**config.mk**
```make
export PLATFORM = sky130hd
export DESIGN_NAME = ict_top
export DESIGN_NICKNAME = d
export VERILOG_FILES = /design/src/hdl/ict_pkg.sv /design/src/hdl/ict_top.sv
export SDC_FILE = /design/constraint.sdc
export NUM_CORES = 1
export LEC_CHECK = 0
export BUFFER_PORTS_ARGS = -buffer_cell sky130_fd_sc_hd__buf_2
export CAP_MARGIN = 20
export CELL_PAD_IN_SITES_DETAIL_PLACEMENT = 1
export CELL_PAD_IN_SITES_GLOBAL_PLACEMENT = 1
export CORE_AREA = 2 2 188 190
export CTS_CLUSTER_SIZE = 28
export DETAILED_ROUTE_END_ITERATION = 10
export DIE_AREA = 0 0 190 192
export PLACE_DENSITY_LB_ADDON = 0.1
export SETUP_SLACK_MARGIN = 0.4
export SYNTH_ARGS = -nofsm -noshare
export SYNTH_HDL_FRONTEND = slang
export SYNTH_SLANG_ARGS = --single-unit
export TNS_END_PERCENT = 50
```
**constraint.sdc**
```tcl
create_clock -name mclk -period 5.25 [get_ports mclk]
set_clock_uncertainty 0.1 [all_clocks]
set_input_delay 0.2625 -clock mclk [delete_from_list [all_inputs] [get_ports mclk]]
set_output_delay 0.2625 -clock mclk [all_outputs]
set_load 0.005 [all_outputs]
```
**src/hdl/ict_pkg.sv**
```systemverilog
// Purpose: constants shared by the interrupter cycle timer
// Assumes: 20 MHz mclk, AXI4-Lite register access with 32-bit data
// Notes: date-time keys are packed so that a plain compare orders them
package ict_pkg;
    localparam int unsigned CLK_HZ = 20_000_000;
    localparam int unsigned TICK_MS = 1;
    localparam int unsigned TICK_CYC = CLK_HZ / 1000 * TICK_MS;
    localparam int AW = 8;
    // register byte offsets
    localparam logic [7:0] OFS_CTRL = 8'h00;
    localparam logic [7:0] OFS_ONOFF = 8'h04;
    localparam logic [7:0] OFS_START = 8'h08;
    localparam logic [7:0] OFS_STOP = 8'h0C;
    localparam logic [7:0] OFS_NOW = 8'h10;
    localparam logic [7:0] OFS_STATUS = 8'h14;
    localparam logic [7:0] OFS_EDIT = 8'h18;
    // onoff field positions
    localparam int ON_SEC_LSB = 0;
    localparam int OFF_SEC_LSB = 8;
    localparam int ON_TENTH_LSB = 16;
    localparam int SUBSEC_BIT = 24;
    // status and edit bits
    localparam int ST_CLOSED_BIT = 0;
    localparam int ST_ERR_BIT = 1;
    localparam int ST_RUN_BIT = 2;
    localparam int ED_BEGIN_BIT = 0;
    localparam int ED_CONFIRM_BIT = 1;
    // limits and reset values
    localparam logic [5:0] SEC_MIN = 6'h01;
    localparam logic [5:0] SEC_MAX = 6'h3C;
    localparam logic [3:0] TENTH_MIN = 4'h2;
    localparam logic [3:0] TENTH_MAX = 4'h8;
    localparam logic [15:0] MS_PER_SEC = 16'h03E8;
    localparam logic [15:0] MS_PER_TENTH = 16'h0064;
    localparam logic [15:0] SUBSEC_PERIOD_MS = 16'h03E8;
    localparam int DT_W = 27;
    localparam logic [26:0] START_RST = 27'h0000000;
    localparam logic [26:0] STOP_RST = 27'h0000001;
    localparam logic [1:0] RESP_OKAY = 2'h0;
    localparam logic [1:0] RESP_SLVERR = 2'h2;
    // date-time field under edit
    typedef enum logic [2:0] {
        ICT_ED_IDLE = 3'b000,
        ICT_ED_HOUR = 3'b001,
        ICT_ED_MIN = 3'b010,
        ICT_ED_DAY = 3'b011,
        ICT_ED_MONTH = 3'b100,
        ICT_ED_YEAR = 3'b101
    } ict_edit_t;
endpackage : ict_pkg

```
**src/hdl/ict_top.sv**
```systemverilog
// Purpose: on/off cycle timer driving a protection current interrupter
// Assumes: date-time keys {year[26:20],month[19:16],day[15:11],hour[10:6],min[5:0]}
// Notes: current time is written by software into the now register
module ict_top #(
    parameter int unsigned TICK_CYCLES = ict_pkg::TICK_CYC
) (
    // clock and reset
    input wire logic mclk,
    input wire logic sys_rst,
    // axi4-lite write
    input wire logic s_axi_awvalid,
    output logic s_axi_awready,
    input wire logic [ict_pkg::AW-1:0] s_axi_awaddr,
    input wire logic s_axi_wvalid,
    output logic s_axi_wready,
    input wire logic [31:0] s_axi_wdata,
    input wire logic [3:0] s_axi_wstrb,
    output logic s_axi_bvalid,
    input wire logic s_axi_bready,
    output logic [1:0] s_axi_bresp,
    // axi4-lite read
    input wire logic s_axi_arvalid,
    output logic s_axi_arready,
    input wire logic [ict_pkg::AW-1:0] s_axi_araddr,
    output logic s_axi_rvalid,
    input wire logic s_axi_rready,
    output logic [31:0] s_axi_rdata,
    output logic [1:0] s_axi_rresp,
    // interrupter side
    input wire logic ext_closed,
    output logic relay_closed,
    output logic run_led,
    output logic window_err,
    output logic [2:0] edit_field
);
    import ict_pkg::*;

    logic aw_full_r, aw_full_nxt, w_full_r, w_full_nxt, bvalid_r, bvalid_nxt;
    logic rvalid_r, rvalid_nxt;
    logic [AW-1:0] awaddr_r, awaddr_nxt;
    logic [31:0] wdata_r, wdata_nxt, rdata_r, rdata_nxt, wd;
    logic [3:0] wstrb_r, wstrb_nxt;
    logic [1:0] bresp_r, bresp_nxt, rresp_r, rresp_nxt;
    logic internal_r, internal_nxt, subsec_r, subsec_nxt, closed_r, closed_nxt;
    logic [5:0] on_sec_r, on_sec_nxt, off_sec_r, off_sec_nxt, ws_on, ws_off;
    logic [3:0] tenth_r, tenth_nxt, wt;
    logic [DT_W-1:0] start_r, start_nxt, stop_r, stop_nxt, now_r, now_nxt;
    ict_edit_t field_r, field_nxt;
    logic [31:0] tick_r, tick_nxt;
    logic [15:0] ms_r, ms_nxt, on_ms, off_ms, dur_ms;
    logic do_wr, wr_onoff, in_window, running, err;

    assign do_wr = aw_full_r && w_full_r && !bvalid_r;
    assign wd = wdata_r & {{8{wstrb_r[3]}}, {8{wstrb_r[2]}}, {8{wstrb_r[1]}}, {8{wstrb_r[0]}}};
    assign wr_onoff = do_wr && awaddr_r == OFS_ONOFF;
    assign err = stop_r <= start_r;
    assign in_window = now_r >= start_r && now_r < stop_r;
    assign running = internal_r && !err && in_window;
    // sub-second off time is derived so the period always stays fixed
    assign on_ms = subsec_r ? 16'(tenth_r * MS_PER_TENTH) : 16'(on_sec_r * MS_PER_SEC);
    assign off_ms = subsec_r ? 16'(SUBSEC_PERIOD_MS - on_ms) : 16'(off_sec_r * MS_PER_SEC);
    assign dur_ms = closed_r ? on_ms : off_ms;
    assign ws_on = wd[ON_SEC_LSB +: 6];
    assign ws_off = wd[OFF_SEC_LSB +: 6];
    assign wt = wd[ON_TENTH_LSB +: 4];

    // bus handshakes; address and data may arrive in either order
    always_comb begin
        aw_full_nxt = aw_full_r;
        w_full_nxt = w_full_r;
        awaddr_nxt = awaddr_r;
        wdata_nxt = wdata_r;
        wstrb_nxt = wstrb_r;
        bvalid_nxt = bvalid_r && !s_axi_bready;
        bresp_nxt = bresp_r;
        if (s_axi_awvalid && s_axi_awready) begin
            aw_full_nxt = 1'b1;
            awaddr_nxt = s_axi_awaddr;
        end
        if (s_axi_wvalid && s_axi_wready) begin
            w_full_nxt = 1'b1;
            wdata_nxt = s_axi_wdata;
            wstrb_nxt = s_axi_wstrb;
        end
        if (do_wr) begin
            aw_full_nxt = 1'b0;
            w_full_nxt = 1'b0;
            bvalid_nxt = 1'b1;
            bresp_nxt = (awaddr_r <= OFS_EDIT && awaddr_r[1:0] == 2'h0) ? RESP_OKAY : RESP_SLVERR;
        end
        rvalid_nxt = rvalid_r && !s_axi_rready;
        rdata_nxt = rdata_r;
        rresp_nxt = rresp_r;
        if (s_axi_arvalid && !rvalid_r) begin
            rvalid_nxt = 1'b1;
            rresp_nxt = RESP_OKAY;
            case (s_axi_araddr)
                OFS_CTRL: rdata_nxt = {31'h00000000, internal_r};
                OFS_ONOFF: rdata_nxt = {7'h00, subsec_r, 4'h0, tenth_r, 2'h0, off_sec_r,
                                        2'h0, on_sec_r};
                OFS_START: rdata_nxt = {5'h00, start_r};
                OFS_STOP: rdata_nxt = {5'h00, stop_r};
                OFS_NOW: rdata_nxt = {5'h00, now_r};
                OFS_STATUS: rdata_nxt = {29'h00000000, running, err, closed_r};
                OFS_EDIT: rdata_nxt = {29'h00000000, field_r};
                default: begin
                    rdata_nxt = 32'h00000000;
                    rresp_nxt = RESP_SLVERR;
                end
            endcase
        end
    end

    // settings written by software
    always_comb begin
        internal_nxt = internal_r;
        subsec_nxt = subsec_r;
        on_sec_nxt = on_sec_r;
        off_sec_nxt = off_sec_r;
        tenth_nxt = tenth_r;
        start_nxt = start_r;
        stop_nxt = stop_r;
        now_nxt = now_r;
        field_nxt = field_r;
        if (do_wr) begin
            case (awaddr_r)
                OFS_CTRL: internal_nxt = wd[0];
                OFS_ONOFF: begin
                    // stepping past sixty seconds lands in the sub-second range
                    subsec_nxt = wd[SUBSEC_BIT] || ws_on > SEC_MAX || ws_off > SEC_MAX;
                    on_sec_nxt = ws_on < SEC_MIN ? SEC_MIN : (ws_on > SEC_MAX ? SEC_MAX : ws_on);
                    off_sec_nxt = ws_off < SEC_MIN ? SEC_MIN
                                : (ws_off > SEC_MAX ? SEC_MAX : ws_off);
                    tenth_nxt = (wt < TENTH_MIN || wt > TENTH_MAX) ? TENTH_MIN : wt;
                end
                OFS_START: start_nxt = wd[DT_W-1:0];
                OFS_STOP: stop_nxt = wd[DT_W-1:0];
                OFS_NOW: now_nxt = wd[DT_W-1:0];
                OFS_EDIT: begin
                    // confirm walks the marker; begin restarts it on the hour
                    if (wd[ED_BEGIN_BIT]) begin
                        field_nxt = ICT_ED_HOUR;
                    end else if (wd[ED_CONFIRM_BIT]) begin
                        case (field_r)
                            ICT_ED_HOUR: field_nxt = ICT_ED_MIN;
                            ICT_ED_MIN: field_nxt = ICT_ED_DAY;
                            ICT_ED_DAY: field_nxt = ICT_ED_MONTH;
                            ICT_ED_MONTH: field_nxt = ICT_ED_YEAR;
                            default: field_nxt = ICT_ED_IDLE;
                        endcase
                    end
                end
                default: ;
            endcase
        end
    end

    // interrupter sequencing; a changed setting takes hold in the phase in progress
    always_comb begin
        tick_nxt = tick_r + 32'h00000001;
        ms_nxt = ms_r;
        closed_nxt = closed_r;
        if (!internal_r) begin
            closed_nxt = ext_closed;
            ms_nxt = 16'h0000;
            tick_nxt = 32'h00000000;
        end else if (!running) begin
            closed_nxt = 1'b1;
            ms_nxt = 16'h0000;
            tick_nxt = 32'h00000000;
        end else if (ms_r >= dur_ms) begin
            // a shortened setting ends the phase in progress at once
            tick_nxt = 32'h00000000;
            ms_nxt = 16'h0000;
            closed_nxt = !closed_r;
        end else if (tick_r >= TICK_CYCLES - 1) begin
            tick_nxt = 32'h00000000;
            if (ms_r + 16'h0001 >= dur_ms) begin
                ms_nxt = 16'h0000;
                closed_nxt = !closed_r;
            end else begin
                ms_nxt = ms_r + 16'h0001;
            end
        end
    end

    always_ff @(posedge mclk) begin
        if (sys_rst) begin
            {aw_full_r, w_full_r, bvalid_r, rvalid_r, internal_r, subsec_r} <= 6'h00;
            {awaddr_r, wdata_r, wstrb_r, rdata_r} <= 76'h0;
            {bresp_r, rresp_r} <= {RESP_OKAY, RESP_OKAY};
            {on_sec_r, off_sec_r, tenth_r} <= {SEC_MIN, SEC_MIN, TENTH_MIN};
            {start_r, stop_r, now_r} <= {START_RST, STOP_RST, START_RST};
            field_r <= ICT_ED_IDLE;
            {tick_r, ms_r, closed_r} <= {32'h00000000, 16'h0000, 1'b1};
        end else begin
            {aw_full_r, w_full_r, awaddr_r} <= {aw_full_nxt, w_full_nxt, awaddr_nxt};
            {wdata_r, wstrb_r, bvalid_r} <= {wdata_nxt, wstrb_nxt, bvalid_nxt};
            {bresp_r, rvalid_r} <= {bresp_nxt, rvalid_nxt};
            {rdata_r, rresp_r} <= {rdata_nxt, rresp_nxt};
            {internal_r, subsec_r, tenth_r} <= {internal_nxt, subsec_nxt, tenth_nxt};
            {on_sec_r, off_sec_r} <= {on_sec_nxt, off_sec_nxt};
            {start_r, stop_r, now_r} <= {start_nxt, stop_nxt, now_nxt};
            field_r <= field_nxt;
            {tick_r, ms_r, closed_r} <= {tick_nxt, ms_nxt, closed_nxt};
        end
    end

    // outputs
    assign s_axi_awready = !aw_full_r && !bvalid_r;
    assign s_axi_wready = !w_full_r && !bvalid_r;
    assign s_axi_bvalid = bvalid_r;
    assign s_axi_bresp = bresp_r;
    assign s_axi_arready = !rvalid_r;
    assign s_axi_rvalid = rvalid_r;
    assign s_axi_rdata = rdata_r;
    assign s_axi_rresp = rresp_r;
    assign relay_closed = closed_r;
    assign run_led = closed_r;
    assign window_err = err;
    assign edit_field = field_r;

    // checks
    property p_led_on;
        @(posedge mclk) disable iff (sys_rst) relay_closed |-> run_led;
    endproperty
    a_led_on: assert property (p_led_on) else $error("run led dark while closed");
    property p_led_off;
        @(posedge mclk) disable iff (sys_rst) !relay_closed |-> !run_led;
    endproperty
    a_led_off: assert property (p_led_off) else $error("run led lit while open");
    property p_ext;
        @(posedge mclk) disable iff (sys_rst) !internal_r |=> relay_closed == $past(ext_closed);
    endproperty
    a_ext: assert property (p_ext) else $error("external mode not followed");
    property p_dur;
        @(posedge mclk) disable iff (sys_rst) running && !subsec_r && !$past(wr_onoff)
            |-> ms_r < dur_ms && dur_ms >= 16'h03E8 && dur_ms <= 16'hEA60;
    endproperty
    a_dur: assert property (p_dur) else $error("seconds phase out of range");
    property p_sub;
        @(posedge mclk) disable iff (sys_rst) wr_onoff && ws_on > SEC_MAX |=> subsec_r
            && tenth_r >= TENTH_MIN && tenth_r <= TENTH_MAX;
    endproperty
    a_sub: assert property (p_sub) else $error("no switch to sub-second range");
    property p_period;
        @(posedge mclk) disable iff (sys_rst) subsec_r |-> on_ms + off_ms == 16'h03E8;
    endproperty
    a_period: assert property (p_period) else $error("sub-second period not 1000 ms");
    property p_derive;
        @(posedge mclk) disable iff (sys_rst) subsec_r |-> on_ms == 16'(tenth_r * 16'h0064)
            && on_ms >= 16'h00C8 && on_ms <= 16'h0320;
    endproperty
    a_derive: assert property (p_derive) else $error("sub-second on time wrong");
    property p_start;
        @(posedge mclk) disable iff (sys_rst) do_wr && awaddr_r == OFS_START
            |=> start_r == $past(wd[DT_W-1:0]);
    endproperty
    a_start: assert property (p_start) else $error("start time not held");
    property p_stop;
        @(posedge mclk) disable iff (sys_rst) do_wr && awaddr_r == OFS_STOP
            |=> stop_r == $past(wd[DT_W-1:0]);
    endproperty
    a_stop: assert property (p_stop) else $error("stop time not held");
    property p_err;
        @(posedge mclk) disable iff (sys_rst) stop_r <= start_r |-> window_err && !running;
    endproperty
    a_err: assert property (p_err) else $error("bad window accepted");
    property p_edit;
        @(posedge mclk) disable iff (sys_rst) do_wr && awaddr_r == OFS_EDIT && !wd[0] && wd[1]
            && field_r == ICT_ED_HOUR |=> field_r == ICT_ED_MIN;
    endproperty
    a_edit: assert property (p_edit) else $error("edit marker did not advance");
    property p_window;
        @(posedge mclk) disable iff (sys_rst) internal_r && !running |=> relay_closed;
    endproperty
    a_window: assert property (p_window) else $error("cycling outside window");
    c_toggle: cover property (@(posedge mclk) disable iff (sys_rst) running && $fell(closed_r));
    c_subsec: cover property (@(posedge mclk) disable iff (sys_rst) subsec_r && $rose(closed_r));
    c_err: cover property (@(posedge mclk) disable iff (sys_rst) $rose(window_err));
endmodule : ict_top

```
==> run summary, run 1 <==
status: finished, final reports clean
layout cells sized above 1: 13.8%
core box area: 0.0343 mm2
DPL Wire Length: 32200 um
register area: 0.00447 mm2
CP Capture Type: flop
Power Density: 246 mW/mm2
Fill cells: 4165
ANT nets after route: 0
area of placed instances: 0.0151 mm2
Synth-to-Final Area Change: 20.6%
PnR Total Power: 4.12 mW
CP startpoint kind: flop
Worst-path clk slew: 0.06 ns
vias in the first global route: 13317
chip height: 192 um
gpl congestion: 0.800
first-pass GRT wire length: 72500 um
worst hold path class: in2reg
Die Width: 190 um
Least-Margin Pin Slew: 1.03 ns
Synth Warn #: 0
post-route cell area: 0.0168 mm2
Max Clock Freq: 0.191 GHz
number of synthesized flops with an enable pin: 0
routed vias/inst: 5.41
Clock Latency Late Sink: 0.57 ns
Port-buffer cells: 94
Final Util: 48.9%
Cells after Synth: 1767
RSZ-0062 raised after global routing: true
Iter 0 DRT Violations: 673
die area: 0.0365 mm2
nets@finish: 2174
number of buffers created by CTS: 28
initial antenna violation count: 1
Most used DFF post-synth: dfxtp_1
drt wl/cell: 18.9 um
Placed Cells: 2290
CTS tree: done
Hold Fails Final Rpt: 0
setup violators final: 0
# DRC: 0
maximum VDD drop: 223 uV
Tmin final: 5.24 ns
synth cell count leaders: nor2_1 (288), a21oi_1 (243), dfxtp_1 (223), nand2_1 (185), ha_1 (166)
via count: 12976
max-cap violations: 0
Initial Util: 40.5%
count leader, synth: nor2_1
ant diodes: 0
period utilisation layout: 99.7%
relative slew slack: 31.1%
Worst EP required: 5.65 ns
Top Ports: 107
Slew Limit Fails: 0
met3 usage: 4.24%
top cells by area, synth: dfxtp_1 (32%), ha_1 (15%), a21oi_1 (8.8%)
Leak: 7.07 nW
WP data arrival: 5.63 ns
WS Path Type: reg2reg
met1 Usage GRT: 33.1%
Yosys top cell by area: dfxtp_1
worst hold slack: 0.0488 ns
Root Driver: clkbuf_16
grt ovf: 0
first drt pass iteration count: 7
met2 GRT Util: 42.6%
H-Tree Depth: 1
area of the multi-input gates: 0.00885 mm2
GRT Max-Usage Layer: met2
Synth Cell Area: 0.0139 mm2
post-synth cell types: 79
row count: 68
Clock Tree Buf Depth: 3
flops & latches, synth: 223
sequential fraction of the synthesis area: 32.1%
post-synthesis average cell area: 7.86 um2
fraction of registers with async set/reset: 0%
top-area cell type share of the netlist area: 32.1%
largest net degree at the start of global routing: 107
Non-Filler Instances: 2398
final wirelength: 45300 um
GRT Total Usage: 25.1%
TritonCTS Sinks: 223
crit path max fanout: 8
## worst paths after layout
path | start | cells past startpoint | endpoint | slack (ns)
worst max-delay path | off_sec_r[1] | 24 | tick_r[5] | 0.01
worst min-delay path | ext_closed | 5 | relay_closed | 0.05
worst max register to register | off_sec_r[1] | 24 | tick_r[5] | 0.01
worst min register to register | wdata_r[22] | 2 | wdata_r[22] | 0.36
## per-stage QoR
stage	TNS, ns	worst slack (ns)
finish	0	0.0143
global route	-5.62	-0.214
CTS	0	0.0388
detailed placement	-5.05	-0.199
global placement	0	0.00763
floorplan	0	0.255
## cell families after synthesis
kind of cell               Yosys count  synth area share (%)
muxes                                9                 0.666
adders and majority gates          194                  18.9
DFF                                223                  32.1
and+or+nand+nor                    630                  19.7
buffers and inverters              227                  6.54
xor gates and xnor gates            44                  2.77
AOI/OAI and AO/OA                  439                  19.2
other                                1                0.0270
## layout make-up
| cell class | instances | area share, % |
|---|---|---|
| multi-input cells | 1341 | 52.8 |
| flip-flops and latches | 223 | 26.7 |
| repair buffers | 189 | 7.85 |
| clock buffers | 35 | 4.64 |
| well taps | 455 | 3.40 |
| inverters | 138 | 3.09 |
| clock inverters | 17 | 1.55 |
## critical path, stage by stage, from the launching register on
cell       delay, ns
dfxtp_2         0.33
inv_2           0.04
fa_1            0.55
inv_2           0.07
ha_4            0.26
inv_2           0.03
fa_1            0.47
inv_1           0.04
ha_2            0.18
fa_2            0.33
a21o_2          0.22
a21oi_2         0.15
o21bai_1        0.08
a21o_1          0.17
a21o_1          0.17
a21oi_2         0.14
xnor2_1         0.13
a21oi_1         0.09
a2bb2oi_2       0.16
ha_1            0.36
a31o_2          0.25
a31oi_2         0.17
o311a_4         0.35
nand3_4         0.18
nor2_1          0.16
## state kept, by name (all words and copies together) (netlist names), 8 cells and up
| register | count |
|---|---|
| awaddr_r | 8 |
| now_r | 27 |
| stop_r | 27 |
| ms_r | 16 |
| s_axi_rdata | 27 |
| wdata_r | 27 |
| tick_r | 32 |
| start_r | 27 |
## placed cells by master (no fill, tap or decap), types with 8 or more instances in the layout
cell type and count:
dfxtp_1 218, and3_1 10, dlygate4sd3_1 42, inv_1 132, a21oi_1 224, nand3_1 42, nor3_1 19, nand2_1 184
clkbuf_16 29, a31oi_1 11, buf_2 93, xnor2_1 25, nor2_2 8, a21o_1 19, o21ai_0 38, conb_1 24
nor2_1 280, nor4_1 12, a21oi_2 19, a211oi_1 14, a22oi_1 35, ha_1 159, buf_4 51, fa_1 25
nor2b_1 9, xor2_1 18, a222oi_1 10, nand4_1 24
## power breakdown
part           total, mW  switching [mW]  leakage (nW)  internal (mW)
Clock               2.16           0.814         0.510           1.35
Sequential          1.76          0.0337          1.81           1.72
Combinational      0.201           0.123          4.75         0.0774
## routing by layer
metal | routed length [um] | part of all wire (%)
met3 | 2160 | 4.8
met2 | 21100 | 46
met1 | 21100 | 47
met5 | 0 | 0
met4 | 1010 | 2.2
## repair_timing
action                                 CTS  global route
setup buffers                           12             1
cloned                                   1             0
setup endpoints to repair               32            32
resized for setup                       24            13
endpoints found under the hold margin   41             0
pin swaps                               38            29
hold buffers                            42             0
Power figures use the tool's default switching activity.
==> run 2, diff against run 1 <==
--- a/config.mk
+++ b/config.mk
@@ -5,14 +5,15 @@
 export SDC_FILE = /design/constraint.sdc
 export NUM_CORES = 1
 export LEC_CHECK = 0
+export ABC_AREA = 1
 export BUFFER_PORTS_ARGS = -buffer_cell sky130_fd_sc_hd__buf_2
 export CAP_MARGIN = 20
 export CELL_PAD_IN_SITES_DETAIL_PLACEMENT = 1
 export CELL_PAD_IN_SITES_GLOBAL_PLACEMENT = 1
-export CORE_AREA = 2 2 188 190
+export CORE_AREA = 2 2 189 191
 export CTS_CLUSTER_SIZE = 28
 export DETAILED_ROUTE_END_ITERATION = 10
-export DIE_AREA = 0 0 190 192
+export DIE_AREA = 0 0 191 193
 export PLACE_DENSITY_LB_ADDON = 0.1
 export SETUP_SLACK_MARGIN = 0.4
 export SYNTH_ARGS = -nofsm -noshare
==> run summary, run 2 <==
status: finished, final reports clean
Tmin final: 5.08 ns
count leader, synth: nand2_1
top cells by area, synth: dfxtp_1 (32%), ha_1 (15%), nand2_1 (8.7%)
sw frac: 25.8%
layout cells sized above 1: 14.6%
ANT nets after route: 0
via count: 13307
Crit-path slowest cell: fa_2
Slew Limit Fails: 0
first drt pass iteration count: 5
row count: 69
CTS tree: done
Place WS: 0.0123 ns
worst hold path class: in2reg
max FFs per register: 32
WHS Path Cells: 5
Least-Margin Pin Slew: 1.07 ns
vias in the first global route: 13816
ant diodes: 0
Largest stage delay, worst path: 0.59 ns
number of buffers created by CTS: 28
CP startpoint kind: flop
Die Width: 191 um
Hold EP: relay_closed
nets@finish: 2306
Cells after Synth: 1893
crit path max fanout: 7
NetSw: 1.04 mW
combinational share of power: 8.9%
adder-cell share of the synthesized area: 18.6%
Top Ports: 107
Non-Filler Instances: 2532
Power Density: 237 mW/mm2
Leak: 7.73 nW
TritonCTS Sinks: 223
relative slew slack: 28.9%
Synth Cell Area: 0.0141 mm2
final wirelength: 46600 um
initial antenna violation count: 0
Yosys top cell by area: dfxtp_1
flop-to-flop setup slack: 0.17 ns
PnR worst setup slack: 0.173 ns
Max Clock Freq: 0.197 GHz
Sequential Power Share: 44.1%
origin of the worst min-delay path: ext_closed
simple-gate share of the synthesized area: 20.0%
Bufs and invs on worst path: 7
XOR/XNOR Fraction of Synth Area: 1.93%
Root Driver: clkbuf_16
H-Tree Depth: 1
number of synthesized flops with an enable pin: 0
Synth-to-Final Area Change: 20.9%
flops & latches, synth: 223
synth cell count leaders: nand2_1 (326), inv_1 (255), dfxtp_1 (223), a21oi_1 (206), o21ai_0 (169)
Synth Warn #: 0
Worst R2R Start: on_sec_r[0]
maximum VDD drop: 210 uV
DPL Wire Length: 34500 um
largest family of logic cells by synthesized area: simple AND/OR/NAND/NOR gates
Iter 0 DRT Violations: 484
R2R cell count: 27
post-route cell area: 0.0170 mm2
setup violators final: 0
WP data arrival: 5.47 ns
CP Capture Type: flop
post-synth cell types: 59
top-area cell type share of the netlist area: 31.8%
# DRC: 0
area of placed instances: 0.0151 mm2
grt ovf: 0
crit-path leading delay family: adder cells
Port-buffer cells: 94
Worst-path clk slew: 0.06 ns
WS Path Type: reg2reg
core box area: 0.0350 mm2
Placed Cells: 2421
Clock Tree Buf Depth: 3
first-pass GRT wire length: 73000 um
PnR Total Power: 4.02 mW
Clock power frac: 47.0%
Internal: 2.99 mW
chip height: 193 um
drt wl/cell: 18.4 um
commonest non-fill, non-tap cells in the layout: nand2_1 (317), inv_1 (243), dfxtp_1 (216)
sequential fraction of the synthesis area: 31.8%
Initial Util: 40.2%
largest net degree at the start of global routing: 60
share of synthesized area spent on multiplexers: 0%
max-cap violations: 0
Clock Latency Late Sink: 0.56 ns
period utilisation layout: 96.7%
most common cell after layout, fill and taps aside: nand2_1
Hold Fails Final Rpt: 0
Worst EP required: 5.64 ns
post-synthesis average cell area: 7.43 um2
gpl congestion: 0.842
fraction of registers with async set/reset: 0%
routed vias/inst: 5.26
RSZ-0062 raised after global routing: true
R2R Path End: ms_r[3]
GRT Total Usage: 25.2%
post-synthesis compound-gate area fraction: 18.2%
Most used DFF post-synth: dfxtp_1
Most Frequent Cell on Critical Path: inv_2
die area: 0.0369 mm2
-- run 2: cell types whose count changed after synthesis, moves of 34 or more --
cell,previous run,this run
inv_1,138,255
nand2_1,185,326
o21ai_0,43,169
nor2_1,288,167
a21oi_1,243,206
a22oi_1,35,1
-- run 2: how the worst max path moves through the flow --
stage               slack (ns)         start  cells after the start      endpoint
finish                    0.17   on_sec_r[0]                     27       ms_r[3]
global route            -0.004  off_sec_r[0]                     25       ms_r[3]
CTS                       0.16  off_sec_r[1]                     29     tick_r[5]
detailed placement        0.01  off_sec_r[0]                     28  relay_closed
global placement           0.1  off_sec_r[0]                     28  relay_closed
floorplan                 0.40  off_sec_r[0]                     29    tick_r[10]
-- run 2: area by class of cell --
class                      instances  area, um2
sequential                       223       4480
multi-input combinational       1355       8710
timing repair buffer             183       1360
tap                              461        577
clock inverter                    10       83.8
fill                            4337      18000
inverter                         262        992
clock buffer                      38        810
-- run 2: power groups by stage --
stage	clock network [mW]	registers [mW]	logic, mW
6_report	1.89	1.77	0.357
5_1_grt	2.01	1.78	0.400
4_1_cts	1.94	1.77	0.342
3_5_place_dp	0	1.81	0.310
3_3_place_gp	0	1.81	0.301
2_1_floorplan	0	1.79	0.210
-- run 2: cell families (layout without fill, tap and decap cells) --
logic type | after synthesis | after routing
simple gates | 646 | 646
compound gates | 461 | 461
buf+inv | 338 | 493
flops | 223 | 223
fa+ha+maj | 193 | 193
xor+xnor | 31 | 31
other cells | 1 | 24
-- run 2: worst register-to-register path, cell delays in order, from the launching register on --
cell and delay [ns]:
dfxtp_4 0.35, fa_2 0.59, inv_2 0.04, fa_1 0.48, fa_1 0.54, inv_2 0.05
ha_4 0.29, inv_2 0.04, nand2_2 0.06, a21oi_2 0.06, a21oi_2 0.19, inv_1 0.09
nor2_2 0.14, nor2_2 0.07, a21oi_2 0.19, a32oi_2 0.09, buf_4 0.16, ha_4 0.24
inv_2 0.06, nor3_2 0.04, a211oi_2 0.20, nand3_1 0.10, nand2_1 0.11, nand2_2 0.08
a21oi_4 0.23, clkbuf_16 0.21, nand3_1 0.08, a21oi_1 0.16
-- run 2: metrics by stage --
| step | hold slack (ns) | utilization, % | setup TNS [ns] |
|---|---|---|---|
| 2_1_floorplan | 0.318 | - | 0 |
| 3_3_place_gp | 0.331 | 43.2 | 0 |
| 3_5_place_dp | 0.345 | 43.2 | 0 |
| 4_1_cts | 0.00405 | 47.6 | 0 |
| 5_1_grt | 0.0500 | 48.6 | -0.00812 |
| 6_report | 0.0221 | 48.6 | 0 |
-- run 2: what timing repair did --
action                                  in CTS  in global routing
gates resized for setup                     34                 58
hold endpoints to repair                    41                  0
endpoints found under the setup margin      32                 32
pin swaps                                   28                 53
setup buffers                                9                  9
cloned                                       1                  2
hold buffers                                41                  0
-- run 2: metal layers --
metal  vias to the layer above  track usage [%]  wire [um]
li1                       6583                -          -
met1                      6467             30.2      20100
met2                       182             46.3      23400
met3                        75             2.75       1440
met4                         0             9.51       1760
met5                         -                0          0
